### src/tlm_pkg.sv
package tlm_pkg;

	// ----------------------------------------------------------------
	// Timing
	// ----------------------------------------------------------------
	localparam int unsigned CLK_PERIOD_NS      = 10;
	localparam int unsigned TICK_NS            = 1000000;
	localparam int unsigned TICK_CYC           = TICK_NS / CLK_PERIOD_NS;
	localparam int unsigned TICKS_PER_S        = 1000;
	localparam int unsigned STATE_TIMEOUT_S    = 100;
	localparam int unsigned STATE_TIMEOUT_TICKS = STATE_TIMEOUT_S * TICKS_PER_S;
	localparam int unsigned LOCK_QUAL_S        = 1;
	localparam int unsigned LOCK_QUAL_TICKS    = LOCK_QUAL_S * TICKS_PER_S;
	localparam int unsigned SLEW_WIN_NS        = 1326000;
	localparam int unsigned SLEW_WIN_CYC       = SLEW_WIN_NS / CLK_PERIOD_NS;
	localparam int unsigned SLEW_STEP_NS       = 81;
	localparam int unsigned FREQ_LIMIT_BUILDOUT_PPM = 30;

	// ----------------------------------------------------------------
	// Widths, fields and reset values
	// ----------------------------------------------------------------
	localparam int unsigned FREQ_W             = 19;
	localparam int unsigned PHASE_W            = 16;
	localparam int unsigned STATE_CODE_W       = 3;
	localparam int unsigned INPUT_MODE_MAN_HOLD_BIT = 4;
	localparam int unsigned HOLD_MODE_AVG_BIT  = 7;
	localparam int unsigned HOLD_MODE_FAST_BIT = 6;
	localparam int unsigned FILT_SHIFT_FAST    = 12;
	localparam int unsigned FILT_SHIFT_SLOW    = 16;
	localparam logic [7:0]  INPUT_MODE_RST     = 8'h00;
	localparam logic [7:0]  HOLD_MODE_RST      = 8'h80;

	// ----------------------------------------------------------------
	// Main loop states
	// ----------------------------------------------------------------
	typedef enum logic [2:0] {
		ST_FREE_RUN,
		ST_HOLDOVER,
		ST_LOCKED,
		ST_PRE_LOCKED,
		ST_PRE_LOCKED2,
		ST_LOST_PHASE
	} tlm_state_e;

endpackage

### src/tlm_avg_filter.sv
`timescale 1ns/1ps

module tlm_avg_filter #(
	parameter int unsigned P_W          = tlm_pkg::FREQ_W,
	parameter int unsigned P_SHIFT_FAST = tlm_pkg::FILT_SHIFT_FAST,
	parameter int unsigned P_SHIFT_SLOW = tlm_pkg::FILT_SHIFT_SLOW
) (
	input  wire logic                  i_ref_clk,
	input  wire logic                  i_rst_n,
	input  wire logic                  i_en,
	input  wire logic                  i_fast,
	input  wire logic signed [P_W-1:0] i_sample,
	output logic signed [P_W-1:0]      o_avg
);

	localparam int unsigned AW = P_W + P_SHIFT_SLOW;

	typedef struct packed {
		logic signed [AW-1:0] acc;
	} tlm_filt_s;

	tlm_filt_s st_reg;
	tlm_filt_s st_next;
	logic signed [AW:0] err;

	// ----------------------------------------------------------------
	// First-order IIR: acc += (x - acc) >> k
	// ----------------------------------------------------------------
	always_comb begin
		st_next = st_reg;
		err = (AW+1)'($signed({i_sample, {P_SHIFT_SLOW{1'b0}}})) - (AW+1)'(st_reg.acc);
		if (i_en) begin
			if (i_fast) begin
				st_next.acc = st_reg.acc + AW'(err >>> P_SHIFT_FAST);
			end else begin
				st_next.acc = st_reg.acc + AW'(err >>> P_SHIFT_SLOW);
			end
		end
	end

	always_ff @(posedge i_ref_clk) begin
		if (!i_rst_n) begin
			st_reg <= '0;
		end else begin
			st_reg <= st_next;
		end
	end

	assign o_avg = st_reg.acc[AW-1:P_SHIFT_SLOW];

endmodule

### src/tlm_mode_ctrl.sv
`timescale 1ns/1ps

module tlm_mode_ctrl #(
	parameter int unsigned P_TICK_CYC      = tlm_pkg::TICK_CYC,
	parameter int unsigned P_TIMEOUT_TICKS = tlm_pkg::STATE_TIMEOUT_TICKS,
	parameter int unsigned P_LOCK_TICKS    = tlm_pkg::LOCK_QUAL_TICKS,
	parameter int unsigned P_SLEW_WIN_CYC  = tlm_pkg::SLEW_WIN_CYC
) (
	input  wire logic                                      i_ref_clk,
	input  wire logic                                      i_rst_n,
	input  wire logic                                      i_ce,
	input  wire logic                                      i_force_en,
	input  wire logic [tlm_pkg::STATE_CODE_W-1:0]          i_force_code,
	input  wire logic [7:0]                                i_input_mode_cfg,
	input  wire logic [7:0]                                i_holdover_mode_cfg,
	input  wire logic                                      i_phase_buildout_en,
	input  wire logic [7:0]                                i_freq_limit_ppm,
	input  wire logic                                      i_ref_selected,
	input  wire logic                                      i_src_valid,
	input  wire logic                                      i_standby_avail,
	input  wire logic                                      i_phase_locked,
	input  wire logic                                      i_bucket_serious,
	input  wire logic signed [tlm_pkg::FREQ_W-1:0]         i_nominal_cal,
	input  wire logic signed [tlm_pkg::FREQ_W-1:0]         i_loop_integral,
	input  wire logic signed [tlm_pkg::FREQ_W-1:0]         i_loop_prop,
	input  wire logic signed [tlm_pkg::FREQ_W-1:0]         i_man_holdover_freq,
	input  wire logic signed [tlm_pkg::PHASE_W-1:0]        i_phase_target,
	input  wire logic                                      i_aux_lock,
	input  wire logic signed [tlm_pkg::FREQ_W-1:0]         i_aux_loop_freq,
	output logic [tlm_pkg::STATE_CODE_W-1:0]               o_main_loop_state_code,
	output logic                                           o_track_ref,
	output logic                                           o_ref_disqualify,
	output logic                                           o_phase_alarm,
	output logic signed [tlm_pkg::FREQ_W-1:0]              o_freq_word,
	output logic signed [tlm_pkg::FREQ_W-1:0]              o_avg_freq,
	output logic signed [tlm_pkg::PHASE_W-1:0]             o_phase_offset,
	output logic                                           o_aux_locked,
	output logic signed [tlm_pkg::FREQ_W-1:0]              o_aux_freq_word
);

	localparam int unsigned FW = tlm_pkg::FREQ_W;
	localparam int unsigned PW = tlm_pkg::PHASE_W;
	localparam logic signed [PW:0] SLEW_STEP = (PW+1)'(tlm_pkg::SLEW_STEP_NS);

	typedef struct packed {
		tlm_pkg::tlm_state_e st;
		logic [31:0]         tick_cnt;
		logic [31:0]         dwell;
		logic [31:0]         lockq;
		logic [31:0]         win_cnt;
		logic                disq;
		logic                alarm;
		logic signed [FW-1:0] hold_freq;
		logic signed [FW-1:0] freq;
		logic signed [PW-1:0] phase;
		logic                aux_locked;
		logic signed [FW-1:0] aux_freq;
	} tlm_ctrl_s;

	tlm_ctrl_s r_reg;
	tlm_ctrl_s r_next;

	logic              tick;
	logic              qual;
	logic              timeout;
	logic              man_hold;
	logic              avg_hold;
	logic              fast_avg;
	logic              limit_on;
	logic              win_end;
	logic              filt_en;
	logic signed [PW:0] pdiff;
	logic signed [FW-1:0] avg_freq;

	assign tick     = r_reg.tick_cnt == 32'(P_TICK_CYC - 1);
	assign qual     = r_reg.lockq == 32'(P_LOCK_TICKS) && i_ref_selected;
	assign timeout  = r_reg.dwell >= 32'(P_TIMEOUT_TICKS);
	assign man_hold = i_input_mode_cfg[tlm_pkg::INPUT_MODE_MAN_HOLD_BIT];
	assign avg_hold = i_holdover_mode_cfg[tlm_pkg::HOLD_MODE_AVG_BIT];
	assign fast_avg = i_holdover_mode_cfg[tlm_pkg::HOLD_MODE_FAST_BIT];
	assign limit_on = i_phase_buildout_en || i_freq_limit_ppm < 8'(tlm_pkg::FREQ_LIMIT_BUILDOUT_PPM);
	assign win_end  = r_reg.win_cnt == 32'(P_SLEW_WIN_CYC - 1);
	assign pdiff    = (PW+1)'(i_phase_target) - (PW+1)'(r_reg.phase);
	assign filt_en  = i_ce && tick && r_reg.st == tlm_pkg::ST_LOCKED;

	// ----------------------------------------------------------------
	// Holdover averaging filter
	// ----------------------------------------------------------------
	tlm_avg_filter #(
		.P_W          (FW),
		.P_SHIFT_FAST (tlm_pkg::FILT_SHIFT_FAST),
		.P_SHIFT_SLOW (tlm_pkg::FILT_SHIFT_SLOW)
	) u_avg (
		.i_ref_clk (i_ref_clk),
		.i_rst_n   (i_rst_n),
		.i_en      (filt_en),
		.i_fast    (fast_avg),
		.i_sample  (i_loop_integral),
		.o_avg     (avg_freq)
	);

	// ----------------------------------------------------------------
	// Next state
	// ----------------------------------------------------------------
	always_comb begin
		r_next = r_reg;
		r_next.disq = 1'b0;
		r_next.alarm = 1'b0;
		r_next.tick_cnt = tick ? 32'h0 : r_reg.tick_cnt + 32'h1;
		if (!i_phase_locked) begin
			r_next.lockq = 32'h0;
		end else if (tick && r_reg.lockq != 32'(P_LOCK_TICKS)) begin
			r_next.lockq = r_reg.lockq + 32'h1;
		end
		if (tick && !timeout) begin
			r_next.dwell = r_reg.dwell + 32'h1;
		end
		if (i_force_en) begin
			unique case (i_force_code)
				3'h0: r_next.st = tlm_pkg::ST_FREE_RUN;
				3'h1: r_next.st = tlm_pkg::ST_HOLDOVER;
				3'h2: r_next.st = tlm_pkg::ST_LOCKED;
				3'h3: r_next.st = tlm_pkg::ST_PRE_LOCKED;
				3'h4: r_next.st = tlm_pkg::ST_PRE_LOCKED2;
				3'h5: r_next.st = tlm_pkg::ST_LOST_PHASE;
				default: r_next.st = r_reg.st;
			endcase
		end else begin
			unique case (r_reg.st)
				tlm_pkg::ST_FREE_RUN: begin
					if (i_ref_selected) begin
						r_next.st = tlm_pkg::ST_PRE_LOCKED;
					end
				end
				tlm_pkg::ST_PRE_LOCKED: begin
					if (qual) begin
						r_next.st = tlm_pkg::ST_LOCKED;
					end else if (timeout) begin
						r_next.st = tlm_pkg::ST_FREE_RUN;
						r_next.disq = 1'b1;
						r_next.alarm = 1'b1;
					end
				end
				tlm_pkg::ST_LOCKED: begin
					if (!i_src_valid && !i_standby_avail) begin
						r_next.st = tlm_pkg::ST_HOLDOVER;
					end else if (!i_phase_locked) begin
						r_next.st = tlm_pkg::ST_LOST_PHASE;
					end
				end
				tlm_pkg::ST_LOST_PHASE: begin
					if (!i_src_valid && !i_standby_avail) begin
						r_next.st = tlm_pkg::ST_HOLDOVER;
					end else if (qual) begin
						r_next.st = tlm_pkg::ST_LOCKED;
					end else if (i_bucket_serious || timeout) begin
						r_next.disq = 1'b1;
						r_next.alarm = timeout;
						r_next.st = i_standby_avail ? tlm_pkg::ST_PRE_LOCKED2 : tlm_pkg::ST_HOLDOVER;
					end
				end
				tlm_pkg::ST_HOLDOVER: begin
					if (i_ref_selected && i_src_valid) begin
						r_next.st = tlm_pkg::ST_PRE_LOCKED2;
					end
				end
				tlm_pkg::ST_PRE_LOCKED2: begin
					if (!i_src_valid && !i_standby_avail) begin
						r_next.st = tlm_pkg::ST_HOLDOVER;
					end else if (qual) begin
						r_next.st = tlm_pkg::ST_LOCKED;
					end else if (timeout) begin
						r_next.st = tlm_pkg::ST_HOLDOVER;
						r_next.disq = 1'b1;
						r_next.alarm = 1'b1;
					end
				end
			endcase
		end
		if (r_next.st != r_reg.st) begin
			r_next.dwell = 32'h0;
		end
		// Integral value captured on holdover entry, proportional path dropped
		if (r_next.st == tlm_pkg::ST_HOLDOVER && r_reg.st != tlm_pkg::ST_HOLDOVER) begin
			r_next.hold_freq = i_loop_integral;
		end
		// Output frequency selected by present state
		unique case (r_reg.st)
			tlm_pkg::ST_FREE_RUN: r_next.freq = i_nominal_cal;
			tlm_pkg::ST_HOLDOVER: begin
				if (man_hold) begin
					r_next.freq = i_man_holdover_freq;
				end else if (avg_hold) begin
					r_next.freq = avg_freq;
				end else begin
					r_next.freq = r_reg.hold_freq;
				end
			end
			default: r_next.freq = FW'(i_loop_integral + i_loop_prop);
		endcase
		// Output phase slew limiting
		r_next.win_cnt = win_end ? 32'h0 : r_reg.win_cnt + 32'h1;
		if (!limit_on) begin
			r_next.phase = i_phase_target;
		end else if (win_end) begin
			if (pdiff > SLEW_STEP) begin
				r_next.phase = r_reg.phase + PW'(tlm_pkg::SLEW_STEP_NS);
			end else if (pdiff < -SLEW_STEP) begin
				r_next.phase = r_reg.phase - PW'(tlm_pkg::SLEW_STEP_NS);
			end else begin
				r_next.phase = i_phase_target;
			end
		end
		// Aux loop: zero-offset holdover or locked
		r_next.aux_locked = i_aux_lock;
		r_next.aux_freq = i_aux_lock ? i_aux_loop_freq : '0;
	end

	// ----------------------------------------------------------------
	// State register
	// ----------------------------------------------------------------
	always_ff @(posedge i_ref_clk) begin
		if (!i_rst_n) begin
			r_reg <= '0;
			r_reg.st <= tlm_pkg::ST_FREE_RUN;
		end else if (i_ce) begin
			r_reg <= r_next;
		end
	end

	assign o_main_loop_state_code = tlm_pkg::STATE_CODE_W'(r_reg.st);
	assign o_track_ref = r_reg.st != tlm_pkg::ST_FREE_RUN && r_reg.st != tlm_pkg::ST_HOLDOVER;
	assign o_ref_disqualify = r_reg.disq;
	assign o_phase_alarm = r_reg.alarm;
	assign o_freq_word = r_reg.freq;
	assign o_avg_freq = avg_freq;
	assign o_phase_offset = r_reg.phase;
	assign o_aux_locked = r_reg.aux_locked;
	assign o_aux_freq_word = r_reg.aux_freq;
endmodule

### config.mk
export PLATFORM = sky130hd
export DESIGN_NAME = tlm_mode_ctrl
export DESIGN_NICKNAME = d
export VERILOG_FILES = /design/src/tlm_pkg.sv /design/src/tlm_avg_filter.sv /design/src/tlm_mode_ctrl.sv
export SDC_FILE = /design/constraint.sdc
export NUM_CORES = 1
export LEC_CHECK = 0
export BUFFER_PORTS_ARGS = -buffer_cell sky130_fd_sc_hd__buf_4
export CAP_MARGIN = 0
export CORE_MARGIN = 2
export CORE_UTILIZATION = 50
export CTS_CLUSTER_SIZE = 14
export DETAILED_ROUTE_END_ITERATION = 16
export GPL_TIMING_DRIVEN = 0
export PLACE_DENSITY_LB_ADDON = 0.2
export SLEW_MARGIN = 20
export SYNTH_ARGS = -nofsm -noshare
export SYNTH_HDL_FRONTEND = slang
export SYNTH_SLANG_ARGS = --single-unit
### constraint.sdc
create_clock -name i_ref_clk -period 7 [get_ports i_ref_clk]
set_clock_uncertainty 0.1 [all_clocks]
set_input_delay 0.7 -clock i_ref_clk [delete_from_list [all_inputs] [get_ports i_ref_clk]]
set_output_delay 0.7 -clock i_ref_clk [all_outputs]
set_load 0.05 [all_outputs]
==> impl_metrics.env, run 1 <==
export IMPL_core_area_sq_um=33600
export IMPL_worst_path_max_fanout=5
export IMPL_postSynthAreaPerCell_sq_um=7.72
export IMPL_status="completed"
export IMPL_synth_top_family_by_area="simple AND/OR/NAND/NOR gates"
export IMPL_path_clk_slew_ns=0.06
export IMPL_synth_area_top_cells="dfxtp_1 28%, ha_1 7.0%, nand2_1 5.6%"
export IMPL_start_util_pct=51.0
export IMPL_drv_cap=0
export IMPL_root_buffer="clkbuf_16"
export IMPL_nets=2712
export IMPL_max_freq_ghz=0.152
export IMPL_cts_tree="yes"
export IMPL_finalCriticalPeriod_ns=6.57
export IMPL_diodes=0
export IMPL_max_slew_worst_pin_slew_ns=1.06
export IMPL_io_pin_count=229
export IMPL_hold_path_depth=3
export IMPL_criticalPathCategory="register to register"
export IMPL_synth_top_area_cell="dfxtp_1"
export IMPL_hold_class="input pin to register"
export IMPL_synthDistinctLibCells=83
export IMPL_die_width_microns=189
export IMPL_rsz0062_at_grt="false"
export IMPL_synth_simple_area_share_pct=25.0
export IMPL_yosysSeqAreaShare_pct=28.3
export IMPL_drt_pass1_iterations=6
export IMPL_ys_ff_latch=242
export IMPL_end_kind="register"
export IMPL_final_cell_area_sq_um=20300
export IMPL_crit_required_ns=7.32
export IMPL_drive_above_1_share_pct=15.1
export IMPL_p_leak_nw=8.30
export IMPL_grt_max_degree=16
export IMPL_grt_pass1_wl_microns=84400
export IMPL_dr_first_iter_drc_count=1431
export IMPL_synth_edf_count=0
export IMPL_most_common_layout_cells="289 x buf_4, 257 x nand2_1, 241 x dfxtp_1"
export IMPL_cts_buffers=28
export IMPL_synth_area_mux_share_pct=3.58
export IMPL_overflow=0
export IMPL_dieArea_sq_um=35800
export IMPL_area_growth_pct=18.2
export IMPL_dp_hpwl_microns=41800
export IMPL_cts_buffer_depth=3
export IMPL_cp_arrival_ns=6.89
export IMPL_synth_ff_type="dfxtp_1"
export IMPL_ys_warn_count=0
export IMPL_start_kind="register"
export IMPL_power_switching_mw=1.18
export IMPL_die_height_microns=189
export IMPL_p_per_area_nw_per_um2=188
export IMPL_final_common_cell="buf_4"
export IMPL_netlist_area_sq_um=17100
export IMPL_synthXorXnorAreaFrac_pct=8.74
export IMPL_port_buffers=213
export IMPL_placedInstanceArea_sq_um=19300
export IMPL_numClockSinks=242
export IMPL_synth_nets=2469
export IMPL_post_synth_top_area_fraction_pct=28.3
export IMPL_vias=17007
export IMPL_finalSetupTns_ns=0
export IMPL_avgViaCountPerCell=5.80
export IMPL_antenna_found_initial=1
export IMPL_wl_per_cell_microns=18.1
export IMPL_drc=0
export IMPL_track_usage_pct=29.1
export IMPL_htreeDepth=1
export IMPL_wl_microns=53200
export IMPL_final_antenna_net_count=0
export IMPL_p_int_mw=2.63
export IMPL_synthAdderAreaFrac_pct=7.36
export IMPL_setup_violations=0
export IMPL_final_hold_viol_count=0
export IMPL_cts_setup_buffers=0
export IMPL_grt_pass1_vias=16189
export IMPL_p_seq_share_pct=37.6
export IMPL_synth_async_reset_ratio_pct=0
export IMPL_period_share_pct=93.8
export IMPL_fp_row_count=67
export IMPL_largest_reg_flops=147
export IMPL_slew_violations=0
export IMPL_total_power_mw=3.82
export IMPL_irDropWorstVdd_mv=0.188
export IMPL_synth_compound_area_share_pct=19.7
export IMPL_comb_power_share_pct=23.5
export IMPL_p_sw_share_pct=31.0
export IMPL_clkPwrFrac_pct=38.9
export IMPL_maxSlewHeadroom_pct=29.1
export IMPL_routabilityCongestion=0.957
export IMPL_worstRegToRegCells=23
export IMPL_syn_inst=2221
export IMPL_clock_latency_ns=0.57
[worst paths after layout]
kind                                                     from                         endpoint  slack (ns)
worst max register to register  u_avg.st_reg[17]$_SDFFE_PN0P_    u_avg.st_reg[34]$_SDFFE_PN0P_        0.43
worst max-delay path            u_avg.st_reg[17]$_SDFFE_PN0P_    u_avg.st_reg[34]$_SDFFE_PN0P_        0.43
worst min-delay path                       i_aux_loop_freq[7]  o_aux_freq_word[7]$_SDFFE_PN0P_        0.29
worst min register to register         r_reg[66]$_SDFFE_PN0P_           r_reg[66]$_SDFFE_PN0P_        0.36
[metal layers]
metal  track usage, %  routed length, microns
met1             38.9                   23200
met2             47.3                   23700
met3             3.39                    3820
met4             12.6                    2410
met5                0                      14
[power groups by stage]
stage	Combinational, mW	Clock, mW	Sequential [mW]
after floorplan	0.613	0	1.45
after global placement	0.866	0	1.46
after detailed placement	0.879	0	1.46
after CTS	0.884	1.51	1.43
after global routing	0.971	1.57	1.44
final	0.897	1.48	1.43
[cell usage after synthesis (20+ instances only)]
master / number
mux2i_1: 58
and3_1: 26
nand2_1: 258
dfxtp_1: 242
xor2_1: 87
a21o_1: 31
buf_4: 76
nor4_1: 33
clkbuf_1: 79
nor2b_1: 76
and2_1: 37
nand4_1: 30
or3_1: 28
o21ai_0: 128
ha_1: 96
nand3_1: 85
nor3_1: 54
a21boi_0: 20
a31oi_1: 22
o211ai_1: 53
nor2_1: 189
xnor2_1: 84
inv_1: 89
a21oi_1: 111
[worst max-delay path: stages, from the launching register on]
cell and delay [ns]:
dfxtp_1 0.54, inv_1 0.08, ha_1 0.34, nand2_1 0.09
or4_4 0.49, o211a_1 0.28, or4_4 0.56, a21oi_4 0.19
o31ai_1 0.11, a21boi_0 0.26, nor2_1 0.11, a211o_1 0.29
o21ai_0 0.18, ha_1 0.38, and3_1 0.23, nand2_1 0.09
o21bai_1 0.10, a2111o_1 0.41, o21ai_0 0.26, o21ai_0 0.21
o41a_1 0.45, and3_2 0.24, nor4_1 0.31, o211ai_1 0.13
[stage by stage]
| step | hold slack [ns] | util [%] | instances | setup WS [ns] |
|---|---|---|---|---|
| 3_3_place_gp | 0.341 | 57.4 | 2882 | 0.320 |
| 6_report | 0.290 | 60.3 | 2933 | 0.433 |
| 3_5_place_dp | 0.347 | 57.4 | 2882 | 0.204 |
| 4_1_cts | 0.272 | 60.3 | 2933 | 0.414 |
| 5_1_grt | 0.287 | 60.3 | 2933 | 0.0666 |
| 2_1_floorplan | 0.334 | - | 2221 | 1.12 |
[cell type report]
class	instances	area, sq um
Buffer	167	916
Tap cell	448	561
Sequential cell	242	4850
Clock buffer	41	840
Clock inverter	10	115
Timing Repair Buffer	213	1600
Multi-Input combinational cell	1722	11100
Inverter	90	338
Fill cell	3075	13300
[cell families after synthesis]
kind of cell | Yosys count
flip-flops | 242
adder cells (fa/ha/maj) | 99
buffers and inverters | 257
multiplexers | 61
AO/OA/AOI/OAI | 514
AND/OR/NAND/NOR | 877
XOR/XNOR | 171
[timing repair]
item                       in CTS  in global routing
hold buffers                    0                  0
setup endpoints to repair       0                  1
resized for setup               0                  2
Note: power is estimated with default switching activity, not from simulation.
==> run 2, diff against run 1 <==
--- a/config.mk
+++ b/config.mk
@@ -7,7 +7,6 @@
 export LEC_CHECK = 0
 export BUFFER_PORTS_ARGS = -buffer_cell sky130_fd_sc_hd__buf_4
 export CAP_MARGIN = 0
-export CORE_MARGIN = 2
 export CORE_UTILIZATION = 50
 export CTS_CLUSTER_SIZE = 14
 export DETAILED_ROUTE_END_ITERATION = 16
==> run 2 against run 1 <==
Clock power is 5% higher. Critical path depth shrank 2. Sequential power barely moved. Via count increased by 0.18%. Non-clock buffer count is the same. Critical endpoint unchanged. Clock-buffer cell count shrank 1. Fmax fell by 1.8%. Worst hold slack lost 0.0091 ns. Register-to-register slack lost 0.12 ns. Wire length rose by 1.0%.
==> impl_metrics.env, run 2 (same netlist as run 1, synthesis figures left out) <==
export IMPL_largest_reg_flops=147
export IMPL_grt_pass1_vias=15866
export IMPL_p_per_area_nw_per_um2=191
export IMPL_hold_buffers=0
export IMPL_drv_cap=0
export IMPL_drc=0
export IMPL_grt_max_degree=16
export IMPL_cts_setup_buffers=0
export IMPL_cts_resized=0
export IMPL_avgViaCountPerCell=5.81
export IMPL_p_leak_nw=8.31
export IMPL_startpoint="u_avg.st_reg[16]$_SDFFE_PN0P_"
export IMPL_path_buf_inv=1
export IMPL_root_buffer="clkbuf_16"
export IMPL_core_area_sq_um=33600
export IMPL_total_power_mw=3.87
export IMPL_wl_microns=53700
export IMPL_dp_hpwl_microns=41600
export IMPL_final_common_cell="buf_4"
export IMPL_fp_row_count=67
export IMPL_clock_latency_ns=0.57
export IMPL_start_util_pct=51.0
export IMPL_io_pin_count=229
export IMPL_crit_slowest_cell="or4_4"
export IMPL_whs_ns=0.281
export IMPL_rsz0062_at_grt="false"
export IMPL_irDropWorstVdd_mv=0.232
export IMPL_final_cell_area_sq_um=20300
export IMPL_slew_violations=0
export IMPL_dr_first_iter_drc_count=1590
export IMPL_hold_start="i_aux_loop_freq[13]"
export IMPL_cts_buffer_depth=3
export IMPL_fin_util_pct=60.4
export IMPL_cp_arrival_ns=7.01
export IMPL_grt_pass1_wl_microns=84100
export IMPL_status="completed"
export IMPL_cp_cell_sequence="inv_1, ha_1, nand2_1, or4_4, o211a_1, or4_4, a21oi_4, nor3_2, o311ai_4, nand2_1, ha_1, a21oi_1, o21ai_0, o21bai_1, a2111o_1, o21ai_0, o21ai_0, o41a_1, and3_2, nor4_1, o211ai_1"
export IMPL_end_kind="register"
export IMPL_drive_above_1_share_pct=15.2
export IMPL_area_growth_pct=18.4
export IMPL_die_height_microns=187
export IMPL_path_clk_slew_ns=0.06
export IMPL_criticalPathCategory="register to register"
export IMPL_track_usage_pct=29.6
export IMPL_routabilityCongestion=0.930
export IMPL_drt_pass1_iterations=5
export IMPL_start_kind="register"
export IMPL_overflow=0
export IMPL_diodes=0
export IMPL_nets=2713
export IMPL_regToRegSetupSlack_ns=0.31
export IMPL_crit_required_ns=7.32
export IMPL_finalCriticalPeriod_ns=6.69
export IMPL_r2r_start="u_avg.st_reg[16]$_SDFFE_PN0P_"
export IMPL_cts_tree="yes"
export IMPL_critical_path_top_delay_family="compound AO/OA/AOI/OAI gates"
export IMPL_final_antenna_net_count=0
export IMPL_die_width_microns=187
export IMPL_period_share_pct=95.6
export IMPL_max_slew_worst_pin_slew_ns=0.967
export IMPL_wl_per_cell_microns=18.3
export IMPL_cts_buffers=29
export IMPL_maxSlewHeadroom_pct=35.5
export IMPL_vias=17037
export IMPL_cpMostUsedCell="o21ai_0"
export IMPL_worst_path_max_fanout=11
export IMPL_max_freq_ghz=0.149
export IMPL_hold_class="input pin to register"
export IMPL_antenna_found_initial=1
export IMPL_most_common_layout_cells="289 x buf_4, 258 x nand2_1, 242 x dfxtp_1"
export IMPL_finalSetupTns_ns=0
export IMPL_numClockSinks=242
export IMPL_htreeDepth=1
export IMPL_setup_violations=0
export IMPL_dieArea_sq_um=35000
export IMPL_placedInstanceArea_sq_um=19300
export IMPL_final_hold_viol_count=0
export IMPL_port_buffers=213
export IMPL_crit_path_max_incr_delay_ns=0.56
## run 2: cell count changes in the layout (fill, tap and decap cells not counted), sizes merged
cell,before,now
clkinvlp,3,2
clkbuf,120,119
inv,91,92
bufinv,1,2
## run 2: cell type report
class | count | area (sq um)
plain buffers | 167 | 916
clock buffers | 40 | 847
clock inverters | 11 | 129
fillers | 3068 | 13300
inverters | 90 | 338
multi-input cells | 1722 | 11100
flip-flops and latches | 242 | 4840
well taps | 448 | 561
repair buffers | 213 | 1600
## run 2: worst paths after layout
kind                                 endpoint  depth (start not counted)
max             u_avg.st_reg[34]$_SDFFE_PN0P_                         21
min reg2reg            r_reg[70]$_SDFFE_PN0P_                          2
max reg2reg     u_avg.st_reg[34]$_SDFFE_PN0P_                         21
min          o_aux_freq_word[13]$_SDFFE_PN0P_                          3
## run 2: metrics by stage
step	setup slack, ns	std cells
after floorplan	1.12	2221
after global placement	0.320	2882
after detailed placement	0.291	2882
after CTS	0.492	2933
after global routing	0.0286	2933
final	0.310	2933
## run 2: per-layer routing
layer  share of wire [%]  track usage [%]  vias to the layer above
met3                 6.9             3.13                      127
met5               0.024                0                        -
li1                    -                -                     8292
met2                  45             48.5                      628
met1                  44             39.7                     7988
met4                 3.9             12.3                        2
## run 2: power breakdown
part	total (mW)	switching, mW	internal, mW
logic	0.894	0.544	0.350
registers	1.43	0.0252	1.41
clock network	1.55	0.628	0.917
## run 2: tightest hold or removal path, stage by stage
cell and delay, ns:
buf_4 0.08, a21oi_1 0.05, nor2b_1 0.09
